<file path="src/core/eag_pkg.sv">
// eag_pkg: constants and types for the effective address generator
// assumes: a 32-bit core with sixteen general registers
`default_nettype none

package eag_pkg;

  localparam int unsigned ADDR_W = 32;
  localparam int unsigned GPR_N  = 16;
  localparam int unsigned WRAP_W = 16;

  // general register roles
  localparam logic [3:0] GPR_SINGLE_BASE = 4'h2;
  localparam logic [3:0] GPR_X_BASE      = 4'h4;
  localparam logic [3:0] GPR_Y_BASE      = 4'h6;
  localparam logic [3:0] GPR_XS_STEP     = 4'h8;
  localparam logic [3:0] GPR_Y_STEP      = 4'h9;

  // access size steps
  localparam logic [31:0] STEP_BYTE = 32'h0000_0001;
  localparam logic [31:0] STEP_WORD = 32'h0000_0002;
  localparam logic [31:0] STEP_LONG = 32'h0000_0004;
  localparam logic [31:0] LONG_PC_MASK = 32'hffff_fffc;

  // displacement scale shifts
  localparam int unsigned SHIFT_WORD = 1;
  localparam int unsigned SHIFT_LONG = 2;

  typedef enum logic [3:0] {
    MODE_REG_DIRECT,
    MODE_REG_INDIRECT,
    MODE_POST_INC,
    MODE_PRE_DEC,
    MODE_PC_DISP,
    MODE_PC_REL8,
    MODE_PC_REL12,
    MODE_XY_MOVE,
    MODE_SINGLE_MOVE
  } eag_mode_e;

  typedef enum logic [1:0] {
    SIZE_BYTE,
    SIZE_WORD,
    SIZE_LONG
  } eag_size_e;

  typedef enum logic [1:0] {
    XY_KEEP,
    XY_INC,
    XY_ADD_STEP
  } eag_xy_upd_e;

  typedef enum logic [1:0] {
    SGL_KEEP,
    SGL_INC,
    SGL_ADD_STEP,
    SGL_DEC
  } eag_sgl_upd_e;

endpackage : eag_pkg

`default_nettype wire

</file>
<file path="src/core/eag_core.sv">
// eag_core: effective address generator of the integer and dsp pipelines
// assumes: decode presents one operation per valid cycle with a full register
// file view; results are registered and appear together one cycle later
`default_nettype none

module eag_core #(
  parameter int unsigned ADDR_W = eag_pkg::ADDR_W
) (
  // clock and reset
  input  wire logic                        I_CLK,
  input  wire logic                        I_RST_N,
  // decoded operation
  input  wire logic                        I_VALID,
  input  wire eag_pkg::eag_mode_e          I_MODE,
  input  wire eag_pkg::eag_size_e          I_SIZE,
  input  wire logic [3:0]                  I_REG_SEL,
  input  wire logic [11:0]                 I_DISP,
  input  wire logic                        I_X_SEL,
  input  wire logic                        I_Y_SEL,
  input  wire eag_pkg::eag_xy_upd_e        I_X_UPD,
  input  wire eag_pkg::eag_xy_upd_e        I_Y_UPD,
  input  wire logic [1:0]                  I_SINGLE_SEL,
  input  wire eag_pkg::eag_sgl_upd_e       I_SINGLE_UPD,
  // register file and program counter
  input  wire logic [15:0][ADDR_W-1:0]     I_GPR,
  input  wire logic [ADDR_W-1:0]           I_PC,
  // wrap control
  input  wire logic [15:0]                 I_WRAP_START_VALUE,
  input  wire logic [15:0]                 I_WRAP_END_VALUE,
  input  wire logic                        I_X_WRAP_ENABLE,
  input  wire logic                        I_Y_WRAP_ENABLE,
  // main access and operand
  output var  logic                        O_ACCESS_VALID,
  output var  logic [ADDR_W-1:0]           O_EA,
  output var  logic                        O_OPERAND_VALID,
  output var  logic [ADDR_W-1:0]           O_OPERAND,
  output var  logic                        O_ANY_SPACE,
  // main write-back
  output var  logic                        O_WB_EN,
  output var  logic [3:0]                  O_WB_IDX,
  output var  logic [ADDR_W-1:0]           O_WB_VAL,
  // dual x/y access
  output var  logic                        O_XY_VALID,
  output var  logic [ADDR_W-1:0]           O_X_ADDR,
  output var  logic [ADDR_W-1:0]           O_Y_ADDR,
  output var  logic                        O_X_WB_EN,
  output var  logic [3:0]                  O_X_WB_IDX,
  output var  logic [ADDR_W-1:0]           O_X_WB_VAL,
  output var  logic                        O_Y_WB_EN,
  output var  logic [3:0]                  O_Y_WB_IDX,
  output var  logic [ADDR_W-1:0]           O_Y_WB_VAL
);

  // ----------------------------------------------------------------------
  // helpers
  // ----------------------------------------------------------------------
  function automatic logic [ADDR_W-1:0] size_step(input eag_pkg::eag_size_e sz);
    unique case (sz)
      eag_pkg::SIZE_BYTE: size_step = eag_pkg::STEP_BYTE;
      eag_pkg::SIZE_WORD: size_step = eag_pkg::STEP_WORD;
      eag_pkg::SIZE_LONG: size_step = eag_pkg::STEP_LONG;
      default:            size_step = eag_pkg::STEP_BYTE;
    endcase
  endfunction : size_step

  // low half jumps to start when it sits on the end value; index steps can
  // skip over the end value and then never wrap
  function automatic logic [ADDR_W-1:0] wrap_update(input logic [ADDR_W-1:0] ptr,
                                                    input logic [ADDR_W-1:0] step,
                                                    input logic [15:0]       wstart,
                                                    input logic [15:0]       wend);
    if (ptr[eag_pkg::WRAP_W-1:0] == wend) begin
      wrap_update = {ptr[ADDR_W-1:eag_pkg::WRAP_W], wstart};
    end else begin
      wrap_update = ptr + step;
    end
  endfunction : wrap_update

  // ----------------------------------------------------------------------
  // general addressing
  // ----------------------------------------------------------------------
  logic [ADDR_W-1:0] rn;
  logic [ADDR_W-1:0] step;
  logic [ADDR_W-1:0] disp_zx;
  logic [ADDR_W-1:0] disp8_sx;
  logic [ADDR_W-1:0] disp12_sx;
  logic [ADDR_W-1:0] pc_disp_ea;

  assign rn        = I_GPR[I_REG_SEL];
  assign step      = size_step(I_SIZE);
  assign disp_zx   = {{(ADDR_W-8){1'b0}}, I_DISP[7:0]};
  assign disp8_sx  = {{(ADDR_W-8){I_DISP[7]}}, I_DISP[7:0]};
  assign disp12_sx = {{(ADDR_W-12){I_DISP[11]}}, I_DISP};

  always_comb begin
    unique case (I_SIZE)
      eag_pkg::SIZE_BYTE: pc_disp_ea = I_PC + disp_zx;
      eag_pkg::SIZE_WORD: pc_disp_ea = I_PC + (disp_zx << eag_pkg::SHIFT_WORD);
      eag_pkg::SIZE_LONG: pc_disp_ea = (I_PC & eag_pkg::LONG_PC_MASK)
                                       + (disp_zx << eag_pkg::SHIFT_LONG);
      default:            pc_disp_ea = I_PC + disp_zx;
    endcase
  end

  // ----------------------------------------------------------------------
  // dsp pointers
  // ----------------------------------------------------------------------
  logic [3:0]        x_idx;
  logic [3:0]        y_idx;
  logic [3:0]        s_idx;
  logic [ADDR_W-1:0] x_memory_pointer;
  logic [ADDR_W-1:0] y_memory_pointer;
  logic [ADDR_W-1:0] single_transfer_pointer;
  logic [ADDR_W-1:0] x_pointer_step;
  logic [ADDR_W-1:0] y_pointer_step;
  logic [ADDR_W-1:0] single_transfer_step;
  logic              x_wrap_on;
  logic              y_wrap_on;
  logic [ADDR_W-1:0] x_add;
  logic [ADDR_W-1:0] y_add;
  logic [ADDR_W-1:0] x_next;
  logic [ADDR_W-1:0] y_next;
  logic [ADDR_W-1:0] s_step;
  logic [ADDR_W-1:0] s_dec;

  assign x_idx                   = eag_pkg::GPR_X_BASE | {3'h0, I_X_SEL};
  assign y_idx                   = eag_pkg::GPR_Y_BASE | {3'h0, I_Y_SEL};
  assign s_idx                   = eag_pkg::GPR_SINGLE_BASE + {2'h0, I_SINGLE_SEL};
  assign x_memory_pointer        = I_GPR[x_idx];
  assign y_memory_pointer        = I_GPR[y_idx];
  assign single_transfer_pointer = I_GPR[s_idx];
  assign x_pointer_step          = I_GPR[eag_pkg::GPR_XS_STEP];
  assign y_pointer_step          = I_GPR[eag_pkg::GPR_Y_STEP];
  assign single_transfer_step    = I_GPR[eag_pkg::GPR_XS_STEP];
  // only one pointer may wrap; the y enable wins when both are set
  assign y_wrap_on               = I_Y_WRAP_ENABLE;
  assign x_wrap_on               = I_X_WRAP_ENABLE && !I_Y_WRAP_ENABLE;

  // a minus-two step decrements a dual pointer; no decrement mode exists
  always_comb begin
    unique case (I_X_UPD)
      eag_pkg::XY_KEEP:     x_add = '0;
      eag_pkg::XY_INC:      x_add = eag_pkg::STEP_WORD;
      eag_pkg::XY_ADD_STEP: x_add = x_pointer_step;
      default:              x_add = '0;
    endcase
    unique case (I_Y_UPD)
      eag_pkg::XY_KEEP:     y_add = '0;
      eag_pkg::XY_INC:      y_add = eag_pkg::STEP_WORD;
      eag_pkg::XY_ADD_STEP: y_add = y_pointer_step;
      default:              y_add = '0;
    endcase
  end

  always_comb begin
    if (x_wrap_on && I_X_UPD != eag_pkg::XY_KEEP) begin
      x_next = wrap_update(x_memory_pointer, x_add, I_WRAP_START_VALUE, I_WRAP_END_VALUE);
    end else begin
      x_next = x_memory_pointer + x_add;
    end
    if (y_wrap_on && I_Y_UPD != eag_pkg::XY_KEEP) begin
      y_next = wrap_update(y_memory_pointer, y_add, I_WRAP_START_VALUE, I_WRAP_END_VALUE);
    end else begin
      y_next = y_memory_pointer + y_add;
    end
  end

  // single transfers move words or longwords only
  assign s_step = (I_SIZE == eag_pkg::SIZE_LONG) ? eag_pkg::STEP_LONG : eag_pkg::STEP_WORD;
  assign s_dec  = single_transfer_pointer - s_step;

  // ----------------------------------------------------------------------
  // next values
  // ----------------------------------------------------------------------
  logic              acc_nxt;
  logic [ADDR_W-1:0] ea_nxt;
  logic              opv_nxt;
  logic [ADDR_W-1:0] op_nxt;
  logic              any_nxt;
  logic              wb_en_nxt;
  logic [3:0]        wb_idx_nxt;
  logic [ADDR_W-1:0] wb_val_nxt;
  logic              xy_nxt;

  always_comb begin
    acc_nxt    = 1'b0;
    ea_nxt     = '0;
    opv_nxt    = 1'b0;
    op_nxt     = '0;
    any_nxt    = 1'b0;
    wb_en_nxt  = 1'b0;
    wb_idx_nxt = I_REG_SEL;
    wb_val_nxt = '0;
    xy_nxt     = 1'b0;
    if (I_VALID) begin
      unique case (I_MODE)
        eag_pkg::MODE_REG_DIRECT: begin
          opv_nxt = 1'b1;
          op_nxt  = rn;
        end
        eag_pkg::MODE_REG_INDIRECT: begin
          acc_nxt = 1'b1;
          ea_nxt  = rn;
          any_nxt = 1'b1;
        end
        eag_pkg::MODE_POST_INC: begin
          acc_nxt    = 1'b1;
          ea_nxt     = rn;
          any_nxt    = 1'b1;
          wb_en_nxt  = 1'b1;
          wb_val_nxt = rn + step;
        end
        eag_pkg::MODE_PRE_DEC: begin
          acc_nxt    = 1'b1;
          ea_nxt     = rn - step;
          any_nxt    = 1'b1;
          wb_en_nxt  = 1'b1;
          wb_val_nxt = rn - step;
        end
        eag_pkg::MODE_PC_DISP: begin
          acc_nxt = 1'b1;
          ea_nxt  = pc_disp_ea;
          any_nxt = 1'b1;
        end
        eag_pkg::MODE_PC_REL8: begin
          opv_nxt = 1'b1;
          op_nxt  = I_PC + (disp8_sx << eag_pkg::SHIFT_WORD);
        end
        eag_pkg::MODE_PC_REL12: begin
          opv_nxt = 1'b1;
          op_nxt  = I_PC + (disp12_sx << eag_pkg::SHIFT_WORD);
        end
        eag_pkg::MODE_XY_MOVE: begin
          xy_nxt = 1'b1;
        end
        eag_pkg::MODE_SINGLE_MOVE: begin
          // address always comes from a pointer register
          acc_nxt    = 1'b1;
          any_nxt    = 1'b1;
          wb_idx_nxt = s_idx;
          unique case (I_SINGLE_UPD)
            eag_pkg::SGL_KEEP: begin
              ea_nxt = single_transfer_pointer;
            end
            eag_pkg::SGL_INC: begin
              ea_nxt     = single_transfer_pointer;
              wb_en_nxt  = 1'b1;
              wb_val_nxt = single_transfer_pointer + s_step;
            end
            eag_pkg::SGL_ADD_STEP: begin
              ea_nxt     = single_transfer_pointer;
              wb_en_nxt  = 1'b1;
              wb_val_nxt = single_transfer_pointer + single_transfer_step;
            end
            eag_pkg::SGL_DEC: begin
              ea_nxt     = s_dec;
              wb_en_nxt  = 1'b1;
              wb_val_nxt = s_dec;
            end
            default: begin
              ea_nxt = single_transfer_pointer;
            end
          endcase
        end
        default: begin
          acc_nxt = 1'b0;
        end
      endcase
    end
  end

  // ----------------------------------------------------------------------
  // output registers
  // ----------------------------------------------------------------------
  always_ff @(posedge I_CLK or negedge I_RST_N) begin
    if (!I_RST_N) begin
      O_ACCESS_VALID  <= 1'b0;
      O_EA            <= '0;
      O_OPERAND_VALID <= 1'b0;
      O_OPERAND       <= '0;
      O_ANY_SPACE     <= 1'b0;
    end else begin
      O_ACCESS_VALID  <= acc_nxt;
      O_EA            <= ea_nxt;
      O_OPERAND_VALID <= opv_nxt;
      O_OPERAND       <= op_nxt;
      O_ANY_SPACE     <= any_nxt;
    end
  end

  always_ff @(posedge I_CLK or negedge I_RST_N) begin
    if (!I_RST_N) begin
      O_WB_EN  <= 1'b0;
      O_WB_IDX <= '0;
      O_WB_VAL <= '0;
    end else begin
      O_WB_EN  <= wb_en_nxt;
      O_WB_IDX <= wb_idx_nxt;
      O_WB_VAL <= wb_val_nxt;
    end
  end

  // both pointers leave in the same cycle as the pre-update addresses
  always_ff @(posedge I_CLK or negedge I_RST_N) begin
    if (!I_RST_N) begin
      O_XY_VALID <= 1'b0;
      O_X_ADDR   <= '0;
      O_Y_ADDR   <= '0;
      O_X_WB_EN  <= 1'b0;
      O_X_WB_IDX <= '0;
      O_X_WB_VAL <= '0;
      O_Y_WB_EN  <= 1'b0;
      O_Y_WB_IDX <= '0;
      O_Y_WB_VAL <= '0;
    end else begin
      O_XY_VALID <= xy_nxt;
      O_X_ADDR   <= xy_nxt ? x_memory_pointer : '0;
      O_Y_ADDR   <= xy_nxt ? y_memory_pointer : '0;
      O_X_WB_EN  <= xy_nxt && (I_X_UPD != eag_pkg::XY_KEEP);
      O_X_WB_IDX <= x_idx;
      O_X_WB_VAL <= x_next;
      O_Y_WB_EN  <= xy_nxt && (I_Y_UPD != eag_pkg::XY_KEEP);
      O_Y_WB_IDX <= y_idx;
      O_Y_WB_VAL <= y_next;
    end
  end

  // ----------------------------------------------------------------------
  // checks
  // ----------------------------------------------------------------------
  direct_no_access_a: assert property (@(posedge I_CLK) disable iff (!I_RST_N)
    I_VALID && I_MODE == eag_pkg::MODE_REG_DIRECT |=> O_OPERAND == $past(rn) && !O_ACCESS_VALID)
    else $error("register direct operand wrong or access raised");

  indirect_ea_a: assert property (@(posedge I_CLK) disable iff (!I_RST_N)
    I_VALID && I_MODE == eag_pkg::MODE_REG_INDIRECT |=> O_EA == $past(rn) && !O_WB_EN)
    else $error("indirect address differs from register");

  post_inc_a: assert property (@(posedge I_CLK) disable iff (!I_RST_N)
    I_VALID && I_MODE == eag_pkg::MODE_POST_INC && I_SIZE == eag_pkg::SIZE_LONG
    |=> O_EA == $past(rn) && O_WB_VAL == $past(rn) + 32'h0000_0004)
    else $error("post increment longword wrong");

  pre_dec_a: assert property (@(posedge I_CLK) disable iff (!I_RST_N)
    I_VALID && I_MODE == eag_pkg::MODE_PRE_DEC && I_SIZE == eag_pkg::SIZE_BYTE
    |=> O_EA == $past(rn) - 32'h0000_0001 && O_WB_VAL == O_EA)
    else $error("pre decrement byte wrong");

  pc_long_a: assert property (@(posedge I_CLK) disable iff (!I_RST_N)
    I_VALID && I_MODE == eag_pkg::MODE_PC_DISP && I_SIZE == eag_pkg::SIZE_LONG
    |=> O_EA[1:0] == 2'h0 && O_EA == {$past(I_PC[31:2]), 2'h0} + {22'h0, $past(I_DISP[7:0]), 2'h0})
    else $error("longword pc displacement wrong");

  branch_short_a: assert property (@(posedge I_CLK) disable iff (!I_RST_N)
    I_VALID && I_MODE == eag_pkg::MODE_PC_REL8
    |=> O_OPERAND == $past(I_PC) + {{23{$past(I_DISP[7])}}, $past(I_DISP[7:0]), 1'b0})
    else $error("short branch target wrong");

  xy_pair_a: assert property (@(posedge I_CLK) disable iff (!I_RST_N)
    I_VALID && I_MODE == eag_pkg::MODE_XY_MOVE
    |=> O_XY_VALID && !O_ACCESS_VALID && O_X_WB_IDX[3:1] == 3'h2 && O_Y_WB_IDX[3:1] == 3'h3)
    else $error("dual transfer pointers not paired");

  xy_inc_a: assert property (@(posedge I_CLK) disable iff (!I_RST_N)
    O_XY_VALID && O_X_WB_EN && O_X_ADDR[15:0] != $past(I_WRAP_END_VALUE)
    && $past(I_X_UPD) == eag_pkg::XY_INC |-> O_X_WB_VAL == O_X_ADDR + 32'h0000_0002)
    else $error("x pointer increment wrong");

  wrap_hit_a: assert property (@(posedge I_CLK) disable iff (!I_RST_N)
    O_Y_WB_EN && $past(I_Y_WRAP_ENABLE) && O_Y_ADDR[15:0] == $past(I_WRAP_END_VALUE)
    |-> O_Y_WB_VAL == {O_Y_ADDR[31:16], $past(I_WRAP_START_VALUE)})
    else $error("y pointer did not wrap");

  single_dec_a: assert property (@(posedge I_CLK) disable iff (!I_RST_N)
    I_VALID && I_MODE == eag_pkg::MODE_SINGLE_MOVE && I_SINGLE_UPD == eag_pkg::SGL_DEC
    ##1 O_ACCESS_VALID |-> O_EA == O_WB_VAL && O_WB_IDX >= 4'h2 && O_WB_IDX <= 4'h5)
    else $error("single pre decrement wrong");

endmodule : eag_core

`default_nettype wire

</file>
<file path="config.mk">
export PLATFORM = sky130hd
export DESIGN_NAME = eag_core
export DESIGN_NICKNAME = d
export VERILOG_FILES = /design/src/core/eag_pkg.sv /design/src/core/eag_core.sv
export SDC_FILE = /design/constraint.sdc
export NUM_CORES = 1
export LEC_CHECK = 0
export ABC_AREA = 0
export BUFFER_PORTS_ARGS = -buffer_cell sky130_fd_sc_hd__buf_4
export CAP_MARGIN = 20
export CORE_AREA = 10 10 321 323
export CTS_BUF_LIST = sky130_fd_sc_hd__clkbuf_8 sky130_fd_sc_hd__clkbuf_16
export DETAILED_ROUTE_END_ITERATION = 10
export DIE_AREA = 0 0 331 333
export SYNTH_ARGS = -nofsm -noshare
export SYNTH_HDL_FRONTEND = slang
export SYNTH_SLANG_ARGS = --single-unit
</file>
<file path="constraint.sdc">
create_clock -name I_CLK -period 0.8 [get_ports I_CLK]
set_input_delay 0.04 -clock I_CLK [delete_from_list [all_inputs] [get_ports I_CLK]]
set_output_delay 0.04 -clock I_CLK [all_outputs]
set_load 0.01 [all_outputs]
</file>
==> results.md <==
* Run status: finished, violations left
* Violated checks: hold timing, setup timing
* Setup_tns at -344.95 ns
* Final Power at between 60 and 70 mW
* Largest fanout on the critical path at 8
* CTS tree: yes
* Wire per inst at 31.28 um
* Max-Cap Viols at 0
* FP Rows at 114
* Syn Std Cell Area at 0.02657 sq mm
* Grt ovf at 0
* H-tree lvl count at 1
* Die X at 331 um
* CP Data Arrival Time at around 3.4 ns
* Minimum clock period after layout at 2.875 ns
* Drt first pass iters at 5
* Setup ws final at -2.075 ns
* Startpoint Class: primary input
* Final setup fails at between 400 and 500
* Peak VDD IR at 1641 uV
* Ranking of synthesized cells by area: dfrtp_1, mux4_2, ha_1
* Core Footprint at between 0.09 and 0.1 sq mm
* Die Y at about 330 um
* Seq cells post-synth at 237
* Initial Util at roughly 28%
* Starting DRC count in detailed routing at between 3000 and 4000
* Detail Route Antenna Nets at 0
* WHS Endpoint: O_X_ADDR[16]
* First-pass GRT wire length at 269700 um
* Critical Path RT at between 1 and 1.5 ns
* Fraction of layout instances using a drive strength above 1 at 59.31%
* Filler cells at between 8000 and 9000
* GP Congestion at 1.073
* Top_reg_cell synth: dfrtp_1
* Placed cells at around 6000
* Port Buf Inserts at around 850
* Syn_area_per_cell at a little under 9 sq um
* CP Class: in2reg
* IO Pins at 856
* CTS Root Cell: clkbuf_16
* Maximum clock rate at 0.3479 GHz
* Hold depth at 4
* Slew headroom at a little over half
* Async SR Flop Fraction at 100.0%
* Hold slack at -0.1567 ns
* TritonCTS Buffers at 31
* Min-delay src: I_GPR[176]
* CTS hold repair buffers at 44
* Worst Hold Class: in2reg
* Place WS at -3.026 ns
* Reg clk slew, reported paths at 0.06 ns
* Slew Viols, Final at 0
* Synth warn at 0
* Gr usage total at around a third
* Layout area overhead at 94.02%
* Routed vias/inst at approximately 5.5
* Cells after synthesis at between 2000 and 3000
* Register area share after synthesis at between 20% and 30%
* Crit share post-route at 359.4%
* DP Wirelength at 168500 um
* Initial antenna violation count at 59
* Pwr dens at roughly 1200 mW/mm^2
* Post-synth EDFFs at 0
* Final Instance Area at approximately 0.052 sq mm
* Synth top area share at ~22%
* Final cell count without fillers at 6319
* Final Hold Vio Count at 38
* Yosys top cell by area: dfrtp_1
* Pin slew with the least headroom to its limit at about 0.7 ns
* RSZ-0062 raised after global routing: true
* DP Area at approximately 0.044 sq mm
* Clk buf depth at 3
* Net count, final at between 5000 and 6000
* DR vias at between 30000 and 40000
* Synth cell types at 99
* Vias in the first global route at 35010
* Leak at approximately 24 nW
* DRC viols at 0
* Clk sink count at 237
* Routed WL at between 150000 and 200000 um
* Die area at between 0.1 and 0.15 sq mm
* Largest net degree at the start of global routing at 56
* Critical Path End Type: register
worst max-delay path, stage by stage:
cell	delay (ns)
clkbuf_16	0.16
buf_16	0.18
mux4_2	0.51
mux4_2	0.57
buf_4	0.17
buf_6	0.11
ha_4	0.15
buf_6	0.11
a21oi_2	0.20
o21bai_4	0.08
and3_4	0.17
nand3_4	0.09
or2_4	0.15
buf_6	0.12
nor2_4	0.03
xor2_1	0.14
a22oi_1	0.21
a31oi_1	0.12
repair_timing:
item                       in CTS  in global routing
cloned                         13                  0
setup buffers                 127                 45
hold endpoints to repair      354                 37
setup endpoints to repair     447                622
pin swaps                     294                198
resized for setup             802                202
sequential cells by signal, indices dropped and copies added (netlist names), 2 cells and up:
| name | count |
|---|---|
| O_EA | 32 |
| O_OPERAND | 32 |
| O_WB_VAL | 32 |
| O_X_ADDR | 32 |
| O_X_WB_VAL | 32 |
| O_Y_ADDR | 32 |
| O_Y_WB_VAL | 32 |
| O_WB_IDX | 4 |
| O_Y_WB_IDX | 2 |
placed cells by master (no fill, tap or decap), types with 51 or more instances in the layout:
| master | count |
|---|---|
| buf_12 | 62 |
| nand2_1 | 229 |
| mux4_2 | 154 |
| buf_6 | 349 |
| a21o_1 | 60 |
| xnor2_1 | 156 |
| inv_1 | 105 |
| dfrtp_1 | 212 |
| a21oi_1 | 105 |
| xor2_1 | 98 |
| and2_1 | 83 |
| buf_4 | 1668 |
| ha_4 | 53 |
| o21ai_0 | 51 |
| nor2_1 | 204 |
| a22oi_1 | 64 |
| a21oi_2 | 51 |
| ha_1 | 99 |
cells in the mapped netlist (11+ instances only):
cell type	number
xnor2_1	184
buf_2	20
o211ai_1	15
nor2_1	224
ha_1	161
a221oi_1	35
nor4_1	29
or3_1	12
nand3_1	53
o21a_1	26
a21o_1	61
clkbuf_1	114
nand2b_1	25
xor2_1	108
a21oi_1	164
mux2i_1	92
nor2b_1	42
or2_2	11
nor3_1	53
a211oi_1	31
inv_1	136
a31oi_1	36
buf_1	19
nand4_1	30
dfrtp_1	237
mux2_2	12
a2111oi_0	14
o22ai_1	30
o31ai_1	17
and3_1	27
nand2_1	273
o21ai_0	127
mux4_2	152
a22oi_1	93
and2_1	103
o21bai_1	21
mux4_1	15
per-stage QoR:
stage	hold WS, ns	util [%]
detailed placement	-0.1483	45.93
finish	-0.1567	53.55
CTS	-0.1801	52.25
global placement	-0.1481	45.93
floorplan	-0.2556	-
global route	-0.1454	53.53
final cells by class:
type                    count  area (sq um)  share of cell area (%)
repair buffers           2157         18900                   36.66
clock inverters            23         260.3                  0.5048
inverters                 138         538.0                   1.044
diodes                     34         85.08                  0.1650
multi-input cells        2419         23380                   45.35
flip-flops and latches    237          5962                   11.56
well taps                1276          1597                   3.097
clock buffers              35         830.8                   1.611
worst max-delay path by stage:
stage / to / cells past startpoint / start
after floorplan: O_EA[23] / 19 / I_REG_SEL[0]
after global placement: O_Y_WB_VAL[30] / 18 / I_Y_SEL
final: O_WB_VAL[13] / 18 / I_REG_SEL[0]
after global routing: O_EA[21] / 15 / I_REG_SEL[0]
after detailed placement: O_WB_VAL[31] / 14 / I_SINGLE_SEL[0]
after CTS: O_EA[17] / 15 / I_REG_SEL[0]
power by group:
group          switching, mW  leakage [nW]  internal (mW)
sequential             0.688          3.10           12.8
clock                   6.33         0.544           8.81
combinational           16.9          20.1           17.0
logic make-up after synthesis:
group	Yosys count	synth area share, %
simple gates	935	17.55
compound gates	747	18.76
buf+inv	314	5.123
xor+xnor	292	9.624
mux	271	18.34
flops	237	22.32
fa+ha+maj	170	8.259
other cells	2	0.02826
per-layer routing:
layer / vias up / global-route usage (%) / wire, um
li1: 15070 / - / -
met1: 17150 / 42.66 / 76570
met2: 1968 / 53.69 / 88790
met3: 464 / 9.399 / 20310
met4: 28 / 16.87 / 11780
met5: - / 0 / 195
No activity file was read; power rests on OpenSTA's default activity.
